## src/hdl/cmd_defs.svh

```systemverilog
// register map, command codes, sense codes and reset values of the command handler
`ifndef CMD_DEFS_SVH
`define CMD_DEFS_SVH

`define ADDR_W 8
`define A_CDB0 8'h00
`define A_CDB1 8'h04
`define A_CDB2 8'h08
`define A_CDB3 8'h0C
`define A_CTRL 8'h10
`define A_STATUS 8'h14
`define A_STATE 8'h18
`define A_TCFG 8'h1C

`define CTRL_GO 0
`define CTRL_LU_RESET 1

`define OP_TUR 8'h00
`define OP_REQ_SENSE 8'h03
`define OP_INQUIRY 8'h12
`define OP_SSU 8'h1B
`define OP_SYNC10 8'h35
`define OP_SYNC16 8'h91

`define PCF_START 4'h0
`define PCF_ACTIVE 4'h1
`define PCF_IDLE 4'h2
`define PCF_STBY 4'h3
`define PCF_HAND_BACK 4'h7
`define PCF_FORCE_IDLE 4'hA
`define PCF_FORCE_STBY 4'hB
`define PCF_FORCE_OFS 4'h8

`define SSU_IMMED_BIT 0
`define SYNC_IMMED_BIT 1
`define SSU_START_BIT 0

`define ST_GOOD 8'h00
`define ST_CHECK 8'h02
`define SK_NONE 4'h0
`define SK_NOT_READY 4'h2
`define SK_ILLEGAL 4'h5
`define ASC_NONE 8'h00
`define ASC_NOT_READY 8'h04
`define ASCQ_CAUSE_NA 8'h00
`define ASCQ_BECOMING 8'h01
`define ASC_INV_OPCODE 8'h20
`define ASC_INV_FIELD 8'h24

`define RESP_OKAY 2'b00
`define RESP_SLVERR 2'b10

`define TCFG_RST 10'h000
`define N_TIMERS 5

`endif

```

## src/hdl/cmd_pkg.sv

```systemverilog
// types shared by the command handler
package cmd_pkg;
	typedef enum logic [2:0] {
		PC_ACTIVE = 3'b000,
		PC_IDLE_A = 3'b001,
		PC_IDLE_B = 3'b010,
		PC_IDLE_C = 3'b011,
		PC_STBY_Z = 3'b100,
		PC_STBY_Y = 3'b101
	} power_cond_t;

	typedef enum logic [2:0] {
		S_IDLE = 3'b000,
		S_EXEC = 3'b001,
		S_WAIT_MOTOR = 3'b010,
		S_WAIT_FLUSH = 3'b011,
		S_DONE = 3'b100
	} fsm_t;

	typedef struct packed {
		logic [7:0] status;
		logic [3:0] key;
		logic [7:0] asc;
		logic [7:0] ascq;
	} sense_t;

	typedef struct packed {
		logic req;
		logic to_end;
		logic [63:0] lba;
		logic [31:0] blocks;
	} flush_t;

	typedef struct packed {
		logic motor_on;
		power_cond_t pc;
		logic unit_ctl;
		logic idle_run;
		logic stby_run;
		logic restart;
		logic [4:0] force_zero;
	} power_t;
endpackage

```

## src/hdl/cmd_handler.sv

```systemverilog
// spin control, cache flush and readiness command handler behind an AXI4-Lite port
`timescale 1ns/1ps
`include "cmd_defs.svh"

// How it works
// - decode power condition field and modifier
// - nonzero power condition ignores start bit
// - spin control immediate bit returns good status at once
// - explicit condition moves unit there
// - explicit condition disables timers until hand-back or logical unit reset
// - no floor or unload limit under initiator
// - hand-back starts supported enabled idle timers
// - hand-back enables idle, disables standby timer
// - force zeroes timer, enters condition, hands back
// - force on inactive timer is illegal request
// - entering current condition is no error
// - after ready, spin control always accepted
// - flush writes cached range to media
// - flush status waits for flush completion
// - flush with immediate bit is rejected
// - range from address, zero count means end
// - readiness query checks spindle speed
// - readiness query runs no diagnostics
// - immediate spin-up completes early, initiator polls
// - spindle spins up at power-on unprompted
// - before power-on done, only three commands
module cmd_handler (
	input wire logic aclk,
	input wire logic aresetn,
	input wire logic [`ADDR_W-1:0] s_axi_awaddr,
	input wire logic s_axi_awvalid,
	output logic s_axi_awready,
	input wire logic [31:0] s_axi_wdata,
	input wire logic [3:0] s_axi_wstrb,
	input wire logic s_axi_wvalid,
	output logic s_axi_wready,
	output logic [1:0] s_axi_bresp,
	output logic s_axi_bvalid,
	input wire logic s_axi_bready,
	input wire logic [`ADDR_W-1:0] s_axi_araddr,
	input wire logic s_axi_arvalid,
	output logic s_axi_arready,
	output logic [31:0] s_axi_rdata,
	output logic [1:0] s_axi_rresp,
	output logic s_axi_rvalid,
	input wire logic s_axi_rready,
	input wire logic motor_at_speed,
	input wire logic flush_done,
	output cmd_pkg::power_t power,
	output cmd_pkg::flush_t flush
);
	import cmd_pkg::*;

	function automatic logic [7:0] cdb_byte(input logic [3:0][31:0] c, input int i);
		cdb_byte = c[i / 4][(i % 4) * 8 +: 8];
	endfunction

	function automatic logic [31:0] merge(input logic [31:0] old, input logic [31:0] d,
			input logic [3:0] strb);
		merge = old;
		for (int b = 0; b < 4; b++) begin
			if (strb[b]) begin
				merge[b * 8 +: 8] = d[b * 8 +: 8];
			end
		end
	endfunction

	// maps a condition code (force codes already shifted down) and modifier to a state
	function automatic logic pc_decode(input logic [3:0] cond, input logic [3:0] mod,
			output power_cond_t pc);
		pc = PC_ACTIVE;
		pc_decode = 1'b0;
		if (cond == `PCF_ACTIVE && mod == 4'h0) begin
			pc_decode = 1'b1;
		end else if (cond == `PCF_IDLE && mod <= 4'h2) begin
			pc = power_cond_t'(3'(mod) + 3'h1);
			pc_decode = 1'b1;
		end else if (cond == `PCF_STBY && mod <= 4'h1) begin
			pc = power_cond_t'(3'(mod) + 3'h4);
			pc_decode = 1'b1;
		end
	endfunction

	function automatic sense_t sense(input logic [3:0] key, input logic [7:0] asc,
			input logic [7:0] ascq);
		sense.status = (key == `SK_NONE) ? `ST_GOOD : `ST_CHECK;
		sense.key = key;
		sense.asc = asc;
		sense.ascq = ascq;
	endfunction

	// motor speed comes from the spindle controller, outside this clock
	logic speed_meta;
	logic at_speed;

	always_ff @(posedge aclk) begin
		if (!aresetn) begin
			speed_meta <= 1'b0;
			at_speed <= 1'b0;
		end else begin
			speed_meta <= motor_at_speed;
			at_speed <= speed_meta;
		end
	end

	// bus slave state
	logic awready, wready, bvalid, arready, rvalid;
	logic aw_held, w_held;
	logic [1:0] bresp, rresp;
	logic [31:0] rdata, w_data;
	logic [3:0] w_strb;
	logic [`ADDR_W-1:0] aw_addr;
	logic next_awready, next_wready, next_bvalid, next_arready, next_rvalid;
	logic next_aw_held, next_w_held;
	logic [1:0] next_bresp, next_rresp;
	logic [31:0] next_rdata, next_w_data;
	logic [3:0] next_w_strb;
	logic [`ADDR_W-1:0] next_aw_addr;
	logic wr_fire;

	// command core state
	fsm_t fsm, next_fsm;
	logic [3:0][31:0] cdb, next_cdb;
	sense_t sns, next_sns;
	logic done, next_done;
	logic por_done, next_por_done;
	logic want_speed, next_want_speed;
	logic [9:0] tcfg, next_tcfg;
	power_t pw, next_pw;
	flush_t fl, next_fl;

	always_comb begin
		next_awready = awready;
		next_wready = wready;
		next_bvalid = bvalid;
		next_bresp = bresp;
		next_arready = arready;
		next_rvalid = rvalid;
		next_rdata = rdata;
		next_rresp = rresp;
		next_aw_held = aw_held;
		next_w_held = w_held;
		next_aw_addr = aw_addr;
		next_w_data = w_data;
		next_w_strb = w_strb;
		wr_fire = 1'b0;
		if (s_axi_awvalid && awready) begin
			next_aw_held = 1'b1;
			next_aw_addr = s_axi_awaddr;
			next_awready = 1'b0;
		end
		if (s_axi_wvalid && wready) begin
			next_w_held = 1'b1;
			next_w_data = s_axi_wdata;
			next_w_strb = s_axi_wstrb;
			next_wready = 1'b0;
		end
		if (aw_held && w_held && !bvalid) begin
			wr_fire = 1'b1;
			next_aw_held = 1'b0;
			next_w_held = 1'b0;
			next_bvalid = 1'b1;
			next_bresp = (aw_addr > `A_TCFG || aw_addr == `A_STATUS
				|| aw_addr == `A_STATE || aw_addr[1:0] != 2'b00) ? `RESP_SLVERR : `RESP_OKAY;
		end
		if (bvalid && s_axi_bready) begin
			next_bvalid = 1'b0;
			next_awready = 1'b1;
			next_wready = 1'b1;
		end
		if (s_axi_arvalid && arready) begin
			next_arready = 1'b0;
			next_rvalid = 1'b1;
			next_rresp = `RESP_OKAY;
			unique case (s_axi_araddr)
				`A_CDB0: next_rdata = cdb[0];
				`A_CDB1: next_rdata = cdb[1];
				`A_CDB2: next_rdata = cdb[2];
				`A_CDB3: next_rdata = cdb[3];
				`A_CTRL: next_rdata = 32'h0000_0000;
				`A_STATUS: next_rdata = {sns.ascq, sns.asc, 2'b00, done,
					fsm != S_IDLE && fsm != S_DONE, sns.key, sns.status};
				`A_STATE: next_rdata = {23'h00_0000, pw.stby_run, pw.idle_run, pw.unit_ctl,
					pw.pc, por_done, at_speed, pw.motor_on};
				`A_TCFG: next_rdata = {22'h00_0000, tcfg};
				default: begin
					next_rdata = 32'h0000_0000;
					next_rresp = `RESP_SLVERR;
				end
			endcase
		end
		if (rvalid && s_axi_rready) begin
			next_rvalid = 1'b0;
			next_arready = 1'b1;
		end
	end

	always_ff @(posedge aclk) begin
		if (!aresetn) begin
			awready <= 1'b1;
			wready <= 1'b1;
			bvalid <= 1'b0;
			bresp <= `RESP_OKAY;
			arready <= 1'b1;
			rvalid <= 1'b0;
			rdata <= 32'h0000_0000;
			rresp <= `RESP_OKAY;
			aw_held <= 1'b0;
			w_held <= 1'b0;
			aw_addr <= '0;
			w_data <= 32'h0000_0000;
			w_strb <= 4'h0;
		end else begin
			awready <= next_awready;
			wready <= next_wready;
			bvalid <= next_bvalid;
			bresp <= next_bresp;
			arready <= next_arready;
			rvalid <= next_rvalid;
			rdata <= next_rdata;
			rresp <= next_rresp;
			aw_held <= next_aw_held;
			w_held <= next_w_held;
			aw_addr <= next_aw_addr;
			w_data <= next_w_data;
			w_strb <= next_w_strb;
		end
	end

	assign s_axi_awready = awready;
	assign s_axi_wready = wready;
	assign s_axi_bvalid = bvalid;
	assign s_axi_bresp = bresp;
	assign s_axi_arready = arready;
	assign s_axi_rvalid = rvalid;
	assign s_axi_rdata = rdata;
	assign s_axi_rresp = rresp;

	// command execution
	logic [7:0] op;
	logic [3:0] cond, mod;
	logic [4:0] active_tmr;
	power_cond_t req_pc;
	logic pc_ok;
	logic go, lu_reset;
	logic [7:0] b1, b3, b4;
	logic [31:0] tcfg_w;

	always_comb begin
		next_fsm = fsm;
		next_cdb = cdb;
		next_sns = sns;
		next_done = done;
		next_por_done = por_done | at_speed;
		next_want_speed = want_speed;
		next_tcfg = tcfg;
		next_pw = pw;
		next_pw.restart = 1'b0;
		next_pw.force_zero = 5'h00;
		next_fl = fl;
		op = cdb_byte(cdb, 0);
		b1 = cdb_byte(cdb, 1);
		b3 = cdb_byte(cdb, 3);
		b4 = cdb_byte(cdb, 4);
		cond = b4[7:4];
		mod = b3[3:0];
		tcfg_w = merge({22'h00_0000, tcfg}, w_data, w_strb);
		// a timer is active when it is both supported and enabled
		active_tmr = tcfg[4:0] & tcfg[9:5];
		req_pc = PC_ACTIVE;
		pc_ok = 1'b0;
		go = wr_fire && aw_addr == `A_CTRL && w_strb[0] && w_data[`CTRL_GO];
		lu_reset = wr_fire && aw_addr == `A_CTRL && w_strb[0] && w_data[`CTRL_LU_RESET];

		if (wr_fire && fsm != S_EXEC && fsm != S_WAIT_MOTOR && fsm != S_WAIT_FLUSH) begin
			unique case (aw_addr)
				`A_CDB0: next_cdb[0] = merge(cdb[0], w_data, w_strb);
				`A_CDB1: next_cdb[1] = merge(cdb[1], w_data, w_strb);
				`A_CDB2: next_cdb[2] = merge(cdb[2], w_data, w_strb);
				`A_CDB3: next_cdb[3] = merge(cdb[3], w_data, w_strb);
				`A_TCFG: next_tcfg = tcfg_w[9:0];
				default: ;
			endcase
		end

		if (lu_reset) begin
			next_pw.unit_ctl = 1'b1;
			next_pw.idle_run = |active_tmr[2:0];
			next_pw.stby_run = |active_tmr[4:3];
			next_pw.restart = 1'b1;
		end

		unique case (fsm)
			S_IDLE, S_DONE: begin
				if (go && !lu_reset) begin
					next_fsm = S_EXEC;
					next_done = 1'b0;
				end
			end
			S_EXEC: begin
				next_fsm = S_DONE;
				next_done = 1'b1;
				next_sns = sense(`SK_NONE, `ASC_NONE, `ASCQ_CAUSE_NA);
				if (!por_done && op != `OP_TUR && op != `OP_INQUIRY && op != `OP_REQ_SENSE) begin
					next_sns = sense(`SK_NOT_READY, `ASC_NOT_READY, `ASCQ_BECOMING);
				end else if (op == `OP_TUR) begin
					// speed check only, no diagnostics are started
					if (!at_speed) begin
						next_sns = sense(`SK_NOT_READY, `ASC_NOT_READY, `ASCQ_CAUSE_NA);
					end
				end else if (op == `OP_SSU) begin
					if (cond == `PCF_START) begin
						next_pw.motor_on = b4[`SSU_START_BIT];
						next_want_speed = b4[`SSU_START_BIT];
						if (!b1[`SSU_IMMED_BIT]) begin
							next_fsm = S_WAIT_MOTOR;
							next_done = 1'b0;
						end
					end else if (cond == `PCF_HAND_BACK && mod == 4'h0) begin
						next_pw.unit_ctl = 1'b1;
						next_pw.restart = 1'b1;
						next_pw.idle_run = |active_tmr[2:0];
						next_pw.stby_run = 1'b0;
					end else if (cond == `PCF_FORCE_IDLE || cond == `PCF_FORCE_STBY) begin
						pc_ok = pc_decode(cond - `PCF_FORCE_OFS, mod, req_pc);
						if (!pc_ok || !active_tmr[3'(req_pc) - 3'h1]) begin
							next_sns = sense(`SK_ILLEGAL, `ASC_INV_FIELD, `ASCQ_CAUSE_NA);
						end else begin
							next_pw.force_zero[3'(req_pc) - 3'h1] = 1'b1;
							next_pw.pc = req_pc;
							next_pw.motor_on = req_pc < PC_STBY_Z;
							next_pw.unit_ctl = 1'b1;
						end
					end else begin
						pc_ok = pc_decode(cond, mod, req_pc);
						if (!pc_ok) begin
							next_sns = sense(`SK_ILLEGAL, `ASC_INV_FIELD, `ASCQ_CAUSE_NA);
						end else begin
							// same condition again simply re-enters it
							next_pw.pc = req_pc;
							next_pw.motor_on = req_pc < PC_STBY_Z;
							next_pw.unit_ctl = 1'b0;
							next_pw.idle_run = 1'b0;
							next_pw.stby_run = 1'b0;
						end
					end
				end else if (op == `OP_SYNC10 || op == `OP_SYNC16) begin
					if (b1[`SYNC_IMMED_BIT]) begin
						next_sns = sense(`SK_ILLEGAL, `ASC_INV_FIELD, `ASCQ_CAUSE_NA);
					end else begin
						next_fl.req = 1'b1;
						if (op == `OP_SYNC10) begin
							next_fl.lba = {32'h0000_0000, cdb_byte(cdb, 2), cdb_byte(cdb, 3),
								cdb_byte(cdb, 4), cdb_byte(cdb, 5)};
							next_fl.blocks = {16'h0000, cdb_byte(cdb, 7), cdb_byte(cdb, 8)};
						end else begin
							next_fl.lba = {cdb_byte(cdb, 2), cdb_byte(cdb, 3), cdb_byte(cdb, 4),
								cdb_byte(cdb, 5), cdb_byte(cdb, 6), cdb_byte(cdb, 7),
								cdb_byte(cdb, 8), cdb_byte(cdb, 9)};
							next_fl.blocks = {cdb_byte(cdb, 10), cdb_byte(cdb, 11),
								cdb_byte(cdb, 12), cdb_byte(cdb, 13)};
						end
						next_fl.to_end = next_fl.blocks == 32'h0000_0000;
						next_fsm = S_WAIT_FLUSH;
						next_done = 1'b0;
					end
				end else if (op != `OP_INQUIRY && op != `OP_REQ_SENSE) begin
					next_sns = sense(`SK_ILLEGAL, `ASC_INV_OPCODE, `ASCQ_CAUSE_NA);
				end
			end
			S_WAIT_MOTOR: begin
				// a stopping spindle still reads at speed, so stop waits for speed to drop
				if (at_speed == want_speed) begin
					next_fsm = S_DONE;
					next_done = 1'b1;
				end
			end
			S_WAIT_FLUSH: begin
				if (flush_done) begin
					next_fl.req = 1'b0;
					next_fsm = S_DONE;
					next_done = 1'b1;
				end
			end
			default: next_fsm = S_IDLE;
		endcase
	end

	always_ff @(posedge aclk) begin
		if (!aresetn) begin
			fsm <= S_IDLE;
			cdb <= '0;
			sns <= '0;
			done <= 1'b0;
			por_done <= 1'b0;
			want_speed <= 1'b1;
			tcfg <= `TCFG_RST;
			pw.motor_on <= 1'b1;
			pw.pc <= PC_ACTIVE;
			pw.unit_ctl <= 1'b1;
			pw.idle_run <= 1'b0;
			pw.stby_run <= 1'b0;
			pw.restart <= 1'b0;
			pw.force_zero <= 5'h00;
			fl <= '0;
		end else begin
			fsm <= next_fsm;
			cdb <= next_cdb;
			sns <= next_sns;
			done <= next_done;
			por_done <= next_por_done;
			want_speed <= next_want_speed;
			tcfg <= next_tcfg;
			pw <= next_pw;
			fl <= next_fl;
		end
	end

	assign power = pw;
	assign flush = fl;
endmodule // cmd_handler

```

## config.mk

```make
export PLATFORM = sky130hd
export DESIGN_NAME = cmd_handler
export DESIGN_NICKNAME = d
export VERILOG_FILES = /design/src/hdl/cmd_pkg.sv /design/src/hdl/cmd_handler.sv
export VERILOG_INCLUDE_DIRS = /design/src /design/src/hdl
export SDC_FILE = /design/constraint.sdc
export NUM_CORES = 1
export LEC_CHECK = 0
export BUFFER_PORTS_ARGS = -buffer_cell sky130_fd_sc_hd__buf_2
export CORE_MARGIN = 4
export CORE_UTILIZATION = 62
export CTS_BUF_LIST = sky130_fd_sc_hd__clkbuf_8 sky130_fd_sc_hd__clkbuf_16
export CTS_CLUSTER_DIAMETER = 40
export DETAILED_ROUTE_END_ITERATION = 6
export GPL_TIMING_DRIVEN = 1
export HOLD_SLACK_MARGIN = 0.12
export PLACE_DENSITY = 0.86
export SLEW_MARGIN = 20
export SYNTH_ARGS = -nofsm -noshare
export SYNTH_HDL_FRONTEND = slang
export SYNTH_SLANG_ARGS = --single-unit
export TNS_END_PERCENT = 30
```

## constraint.sdc

```tcl
create_clock -name aclk -period 6.7 [get_ports aclk]
set_input_delay 1.675 -clock aclk [delete_from_list [all_inputs] [get_ports aclk]]
set_output_delay 1.675 -clock aclk [all_outputs]
set_load 0.02 [all_outputs]
```

# After elaboration in Yosys (flattened, before gate mapping)
# Cells that the tools add are included.
# word_totals
register_bits,372
in_bits,61
output_inout_bits,152
# classes
add_sub_neg,4
magnitude_cmp,7
n_eq_ne,48
n_mux,113
bitwise_logic,11
n_reduce_logical,86
# ops
operator,count
96-bit two-way mux,7
98-bit two-way mux,5
32-bit one-hot mux with 7 select lines,1
28-bit two-way mux,7
22-bit two-way mux,5
3-bit two-way mux,31
"8-bit by 5-bit == test with 1-bit output, second input constant",9
3-bit AND reduction,19
9-bit two-way mux,5
1-bit two-way mux,36
"8-bit by 4-bit == test with 1-bit output, second input constant",4
32-bit zero test,1
1-bit logical AND,28
5-bit two-way mux,5
8-bit zero test,3
"2-bit inequality test, second input constant",10
"4-bit by 2-bit == test with 1-bit output, second input constant",4
"8-bit by 3-bit == test with 1-bit output, second input constant",2
7-bit AND reduction,2
3-bit one-hot mux with 4 select lines,1
2-bit OR reduction,5
1-bit NOT,9
9-bit OR reduction,1
"4-bit by 1-bit == test with 1-bit output, second input constant",2
other kinds (46),67

# Logic depth before layout (Yosys ltp)
# depth
word_depth,26
mapped_depth,13

# Worst setup path before layout
# No wires, ideal clock.
# synth_timing
path_type,register to register
start,"reg cdb, in the netlist b4[5]"
end,"reg pw, in the netlist power[11]"
setup_ns,0.070
t_arrival_ns,3.446
required_ns,6.630
setup_slack_ns,3.184
path_stages_with_launch,14
n_path_buf,2
path_cell_list,dfxtp_1 -> buf_4 -> or3b_1 -> buf_6 -> or4b_4 -> a211oi_4 -> inv_1 -> ha_1 -> nand3_1 -> a211oi_1 -> a21oi_1 -> o21a_1 -> or4_1 -> a21oi_1
# synth_between
elab_chain_len,20
word_cells_on_any_way,73
cone_classes,add/sub (2); eq/ne (10); mux (45); bitwise (2); reduce/logical (14)
# synth_lines
item,line_no,text
from (decl),cmd_handler.sv:123,"logic [3:0][31:0] cdb, next_cdb;"
from (signal assigned),cmd_handler.sv:408,cdb <= next_cdb;
4-bit subtractor (no line),--,
4-bit by 2-bit == test with 1-bit output (no line),--,
1-bit logical AND,cmd_handler.sv:78,end else if (cond == `PCF_STBY && mod <= 4'h1) begin
3-bit two-way mux,cmd_handler.sv:78,
3-bit two-way mux,cmd_handler.sv:75,end else if (cond == `PCF_IDLE && mod <= 4'h2) begin
3-bit two-way mux,cmd_handler.sv:73,if (cond == `PCF_ACTIVE && mod == 4'h0) begin
3-bit two-way mux,cmd_handler.sv:324,end else if (cond == `PCF_FORCE_IDLE || cond == `PCF_FORCE_STBY) begin
3-bit two-way mux,cmd_handler.sv:319,end else if (cond == `PCF_HAND_BACK && mod == 4'h0) begin
(+4 left out),--,
3-bit two-way mux,cmd_handler.sv:293,unique case (fsm)
3-bit by 1-bit subtractor with 3-bit output,cmd_handler.sv:326,if (!pc_ok || !active_tmr[3'(req_pc) - 3'h1]) begin
1-bit binary-select mux with 3-bit select,cmd_handler.sv:326,
1-bit two-way mux (not written as such),cmd_handler.sv:326,
1-bit zero test,cmd_handler.sv:326,
1-bit logical OR,cmd_handler.sv:326,
2-bit inequality test (no line),--,
8-bit AND reduction (no line),--,
to (signal assigned),cmd_handler.sv:414,pw <= next_pw;
to (decl),cmd_handler.sv:129,"power_t pw, next_pw;"
# Several ways; a longest one is shown, not always the timed one. The select of a mux whose other input is x is not followed.
# A chain may end at the register's enable or synchronous reset.

# Worst setup path in the final report
# layout_timing
start,reg cdb[2] (netlist bit)
end,reg fsm[0]
# layout_between
elab_chain_len,7
word_cells_on_any_way,16
cone_classes,eq/ne (5); mux (5); reduce/logical (6)
# layout_lines
item,line_no,text
8-bit by 6-bit == test with 1-bit output (no line) / 8-bit == test (equally long branches),--,
1-bit logical OR (no line),--,
3-bit two-way mux,cmd_handler.sv:347,end else if (op == `OP_SYNC10 || op == `OP_SYNC16) begin
3-bit two-way mux,cmd_handler.sv:311,end else if (op == `OP_SSU) begin
3-bit two-way mux,cmd_handler.sv:306,end else if (op == `OP_TUR) begin
3-bit two-way mux (*),cmd_handler.sv:304,if (!por_done && op != `OP_TUR && op != `OP_INQUIRY && op != `OP_REQ_SENSE) begin
3-bit one-hot mux with 4 select lines (*),cmd_handler.sv:293,
to (signal assigned),cmd_handler.sv:407,fsm <= next_fsm;
to (decl),cmd_handler.sv:122,"fsm_t fsm, next_fsm;"
# Every way passes the cells marked *; elsewhere a longest branch is shown, timed or not.

==> results.ini <==
[outcome]
status=complete, no violations

[sta]
hold_viol=0
tightest_slew_ns=1.175
rsz0062_at_grt=no
tns_ns=0
setup_viol=0
clock.fmax_mhz=243.6
finClkSkew_ns=0.01716
slew_viol_final=0
timing.slew.headroom=0.2141
period_share=0.6127
fin_crit_ns=4.105
fin_ws_ns=2.595

[critical_path]
crit_path_end_kind=register
setup.worst_path.start_class=register
critPathKind=register to register
startpoint=cdb[2]$_SDFFE_PN0P_
cp.arrival_ns=4.55
rr_startpoint=cdb[2]$_SDFFE_PN0P_
cp_max_fo=103
required_ns=7.15

[route]
drtIter0Drc=2255
drc_errors=0
vias=14411
viasPerCell=6.307
dr.pass1.iters=6
drt-total-wl_um=47290
ant_nets=0
wl_per_cell_um=20.69

[clock_tree]
ctsResizeCount=0
htree_levels=2
path_clk_slew_ns=0.06
cts_buffers=41
tritoncts_num_sinks=347
clk_latency_ns=0.54
cts_buffer_depth=3
cts_setup_buffers=0
cts_tree=yes
cts_root_buf=clkbuf_16
holdBufCountCts=0

[floorplanning]
die_w_um=162.2
start_util=0.6299
coreArea_um2=23400
die_area_um2=26310
die_y_um=162.2
io_pins=213
rows=56

[synth]
avgSynthCellArea_um2=8.162
synth_cell_types=66
ys_ff_latch=347
synthArstFlopShare=0
netlist_instances=1806
yosys-top-cells-count=dfxtp_1, nand2_1, a21oi_1
yosys.area.top_type=dfxtp_1
netlist_area_um2=14740
ys_seq_area_frac=0.4713
synth_warnings=0
synth.most_common_cell=dfxtp_1
ys.flop_type=dfxtp_1
synthTopCellsByArea=dfxtp_1, a21oi_1, nand2_1
synth_top_area_share=0.4713
synth_edf_count=0

[global_route]
grt_max_degree=191
overflow=0
antenna_found_initial=1
grt_pass1_vias=13322
grt_pass1_wl_um=73390
track_usage=0.3470

[power_and_ir_drop]
leakagePower_nw=6.663
ir_drop_mv=0.1783
power_density_nw_per_um2=266.8

[finish]
stdcell_count=2285
drive_above_1_share=0.1597
nNetsFinal=2000
areaGrowthSynthToFinish_pct=16.97
diodes=0
fill_cells=1810

[job]
maxCapViolCount=0

[placement]
dp_slack_ns=2.660
dp_cells=2210
post-dp-hpwl_um=31160
place.gp.congestion=0.9550
place.port_buffers=210

[min_path]
hp-class=register to register
hp-start=speed_meta$_SDFF_PN0_

layout by cell type (no fill, tap or decap), types with 14 or more instances in the layout:
cell       Yosys  final
dfxtp_1      347    347
nand2_1      325    324
a21oi_1      255    255
buf_2         11    209
nand3_1      197    197
nor2_1       125    124
mux2i_1      118    118
a211oi_1      51     51
clkbuf_16      0     41
o21ai_0       37     37
a22oi_1       29     29
o22ai_1       23     23
nor4_1        19     19
inv_1         10     18
buf_4          3     17
and2_1        15     14
worst max-delay path: stages, from the launching register on:
cell and delay (ns):
dfxtp_1 0.35, nor4_1 0.57, a41oi_1 0.24, a211oi_1 0.81, and2_4 0.91, buf_4 0.58
nor2_1 0.17, o22a_1 0.21, nor2_1 0.08
kinds of logic after synthesis:
logic type	count (synthesis)	synth area share
simple gates	738	0.2223
compound gates	432	0.1713
flops	347	0.4713
buf+inv	154	0.04142
mux	124	0.08624
fa+ha+maj	5	0.004244
xor+xnor	5	0.002971
other cells	1	0.0002544
layer usage:
| metal | track usage | share of wire | up-vias |
|---|---|---|---|
| met1 | 0.4784 | 0.39 | 6692 |
| li1 | - | - | 6644 |
| met4 | 0.1415 | 0.044 | 2 |
| met2 | 0.5320 | 0.44 | 901 |
| met5 | 0 | 0.00023 | - |
| met3 | 0.07714 | 0.12 | 172 |
area by class of cell:
class	count	area [um^2]	share of cell area
clock buffers	45	1081	0.06270
clock inverters	30	347.8	0.02017
inverters	11	48.80	0.002830
multi-input cells	1306	7224	0.4190
flip-flops and latches	347	6947	0.4029
well taps	319	399.1	0.02315
repair buffers	227	1194	0.06923
where the power goes:
part	internal, W	leakage [nW]	switching [W]	total, W
Combinational	0.0000493	3.13	0.000123	0.000172
Clock	0.00141	0.727	0.000901	0.00231
Sequential	0.00208	2.80	0.0000327	0.00212
metrics by stage:
stage               area [um^2]    util  total power (W)  hold slack [ns]
floorplan                 14740       -         0.002260           0.4119
detailed placement        15810  0.6757         0.002325           0.4304
global placement          15810  0.6757         0.002321           0.4211
finish                    17240  0.7367         0.004600           0.4454
CTS                       17240  0.7367         0.004604           0.4449
global route              17240  0.7367         0.004717           0.4674
state kept, by name, indices dropped and copies added (netlist names), 3 cells and up:
signal	flops
aw_addr	8
b1	8
b3	8
b4	8
cdb	104
flush	98
fsm	3
power	13
s_axi_rdata	32
sns	5
tcfg	10
w_data	32
w_strb	4
final timing paths:
check	to	slack, ns	cells past startpoint
setup / recovery	fsm[0]$_SDFFE_PN0P_	2.59	8
hold / removal	at_speed$_SDFF_PN0_	0.45	1
setup reg to reg	fsm[0]$_SDFFE_PN0P_	2.59	8
hold reg to reg	at_speed$_SDFF_PN0_	0.45	1
Power figures use the tool's default switching activity.
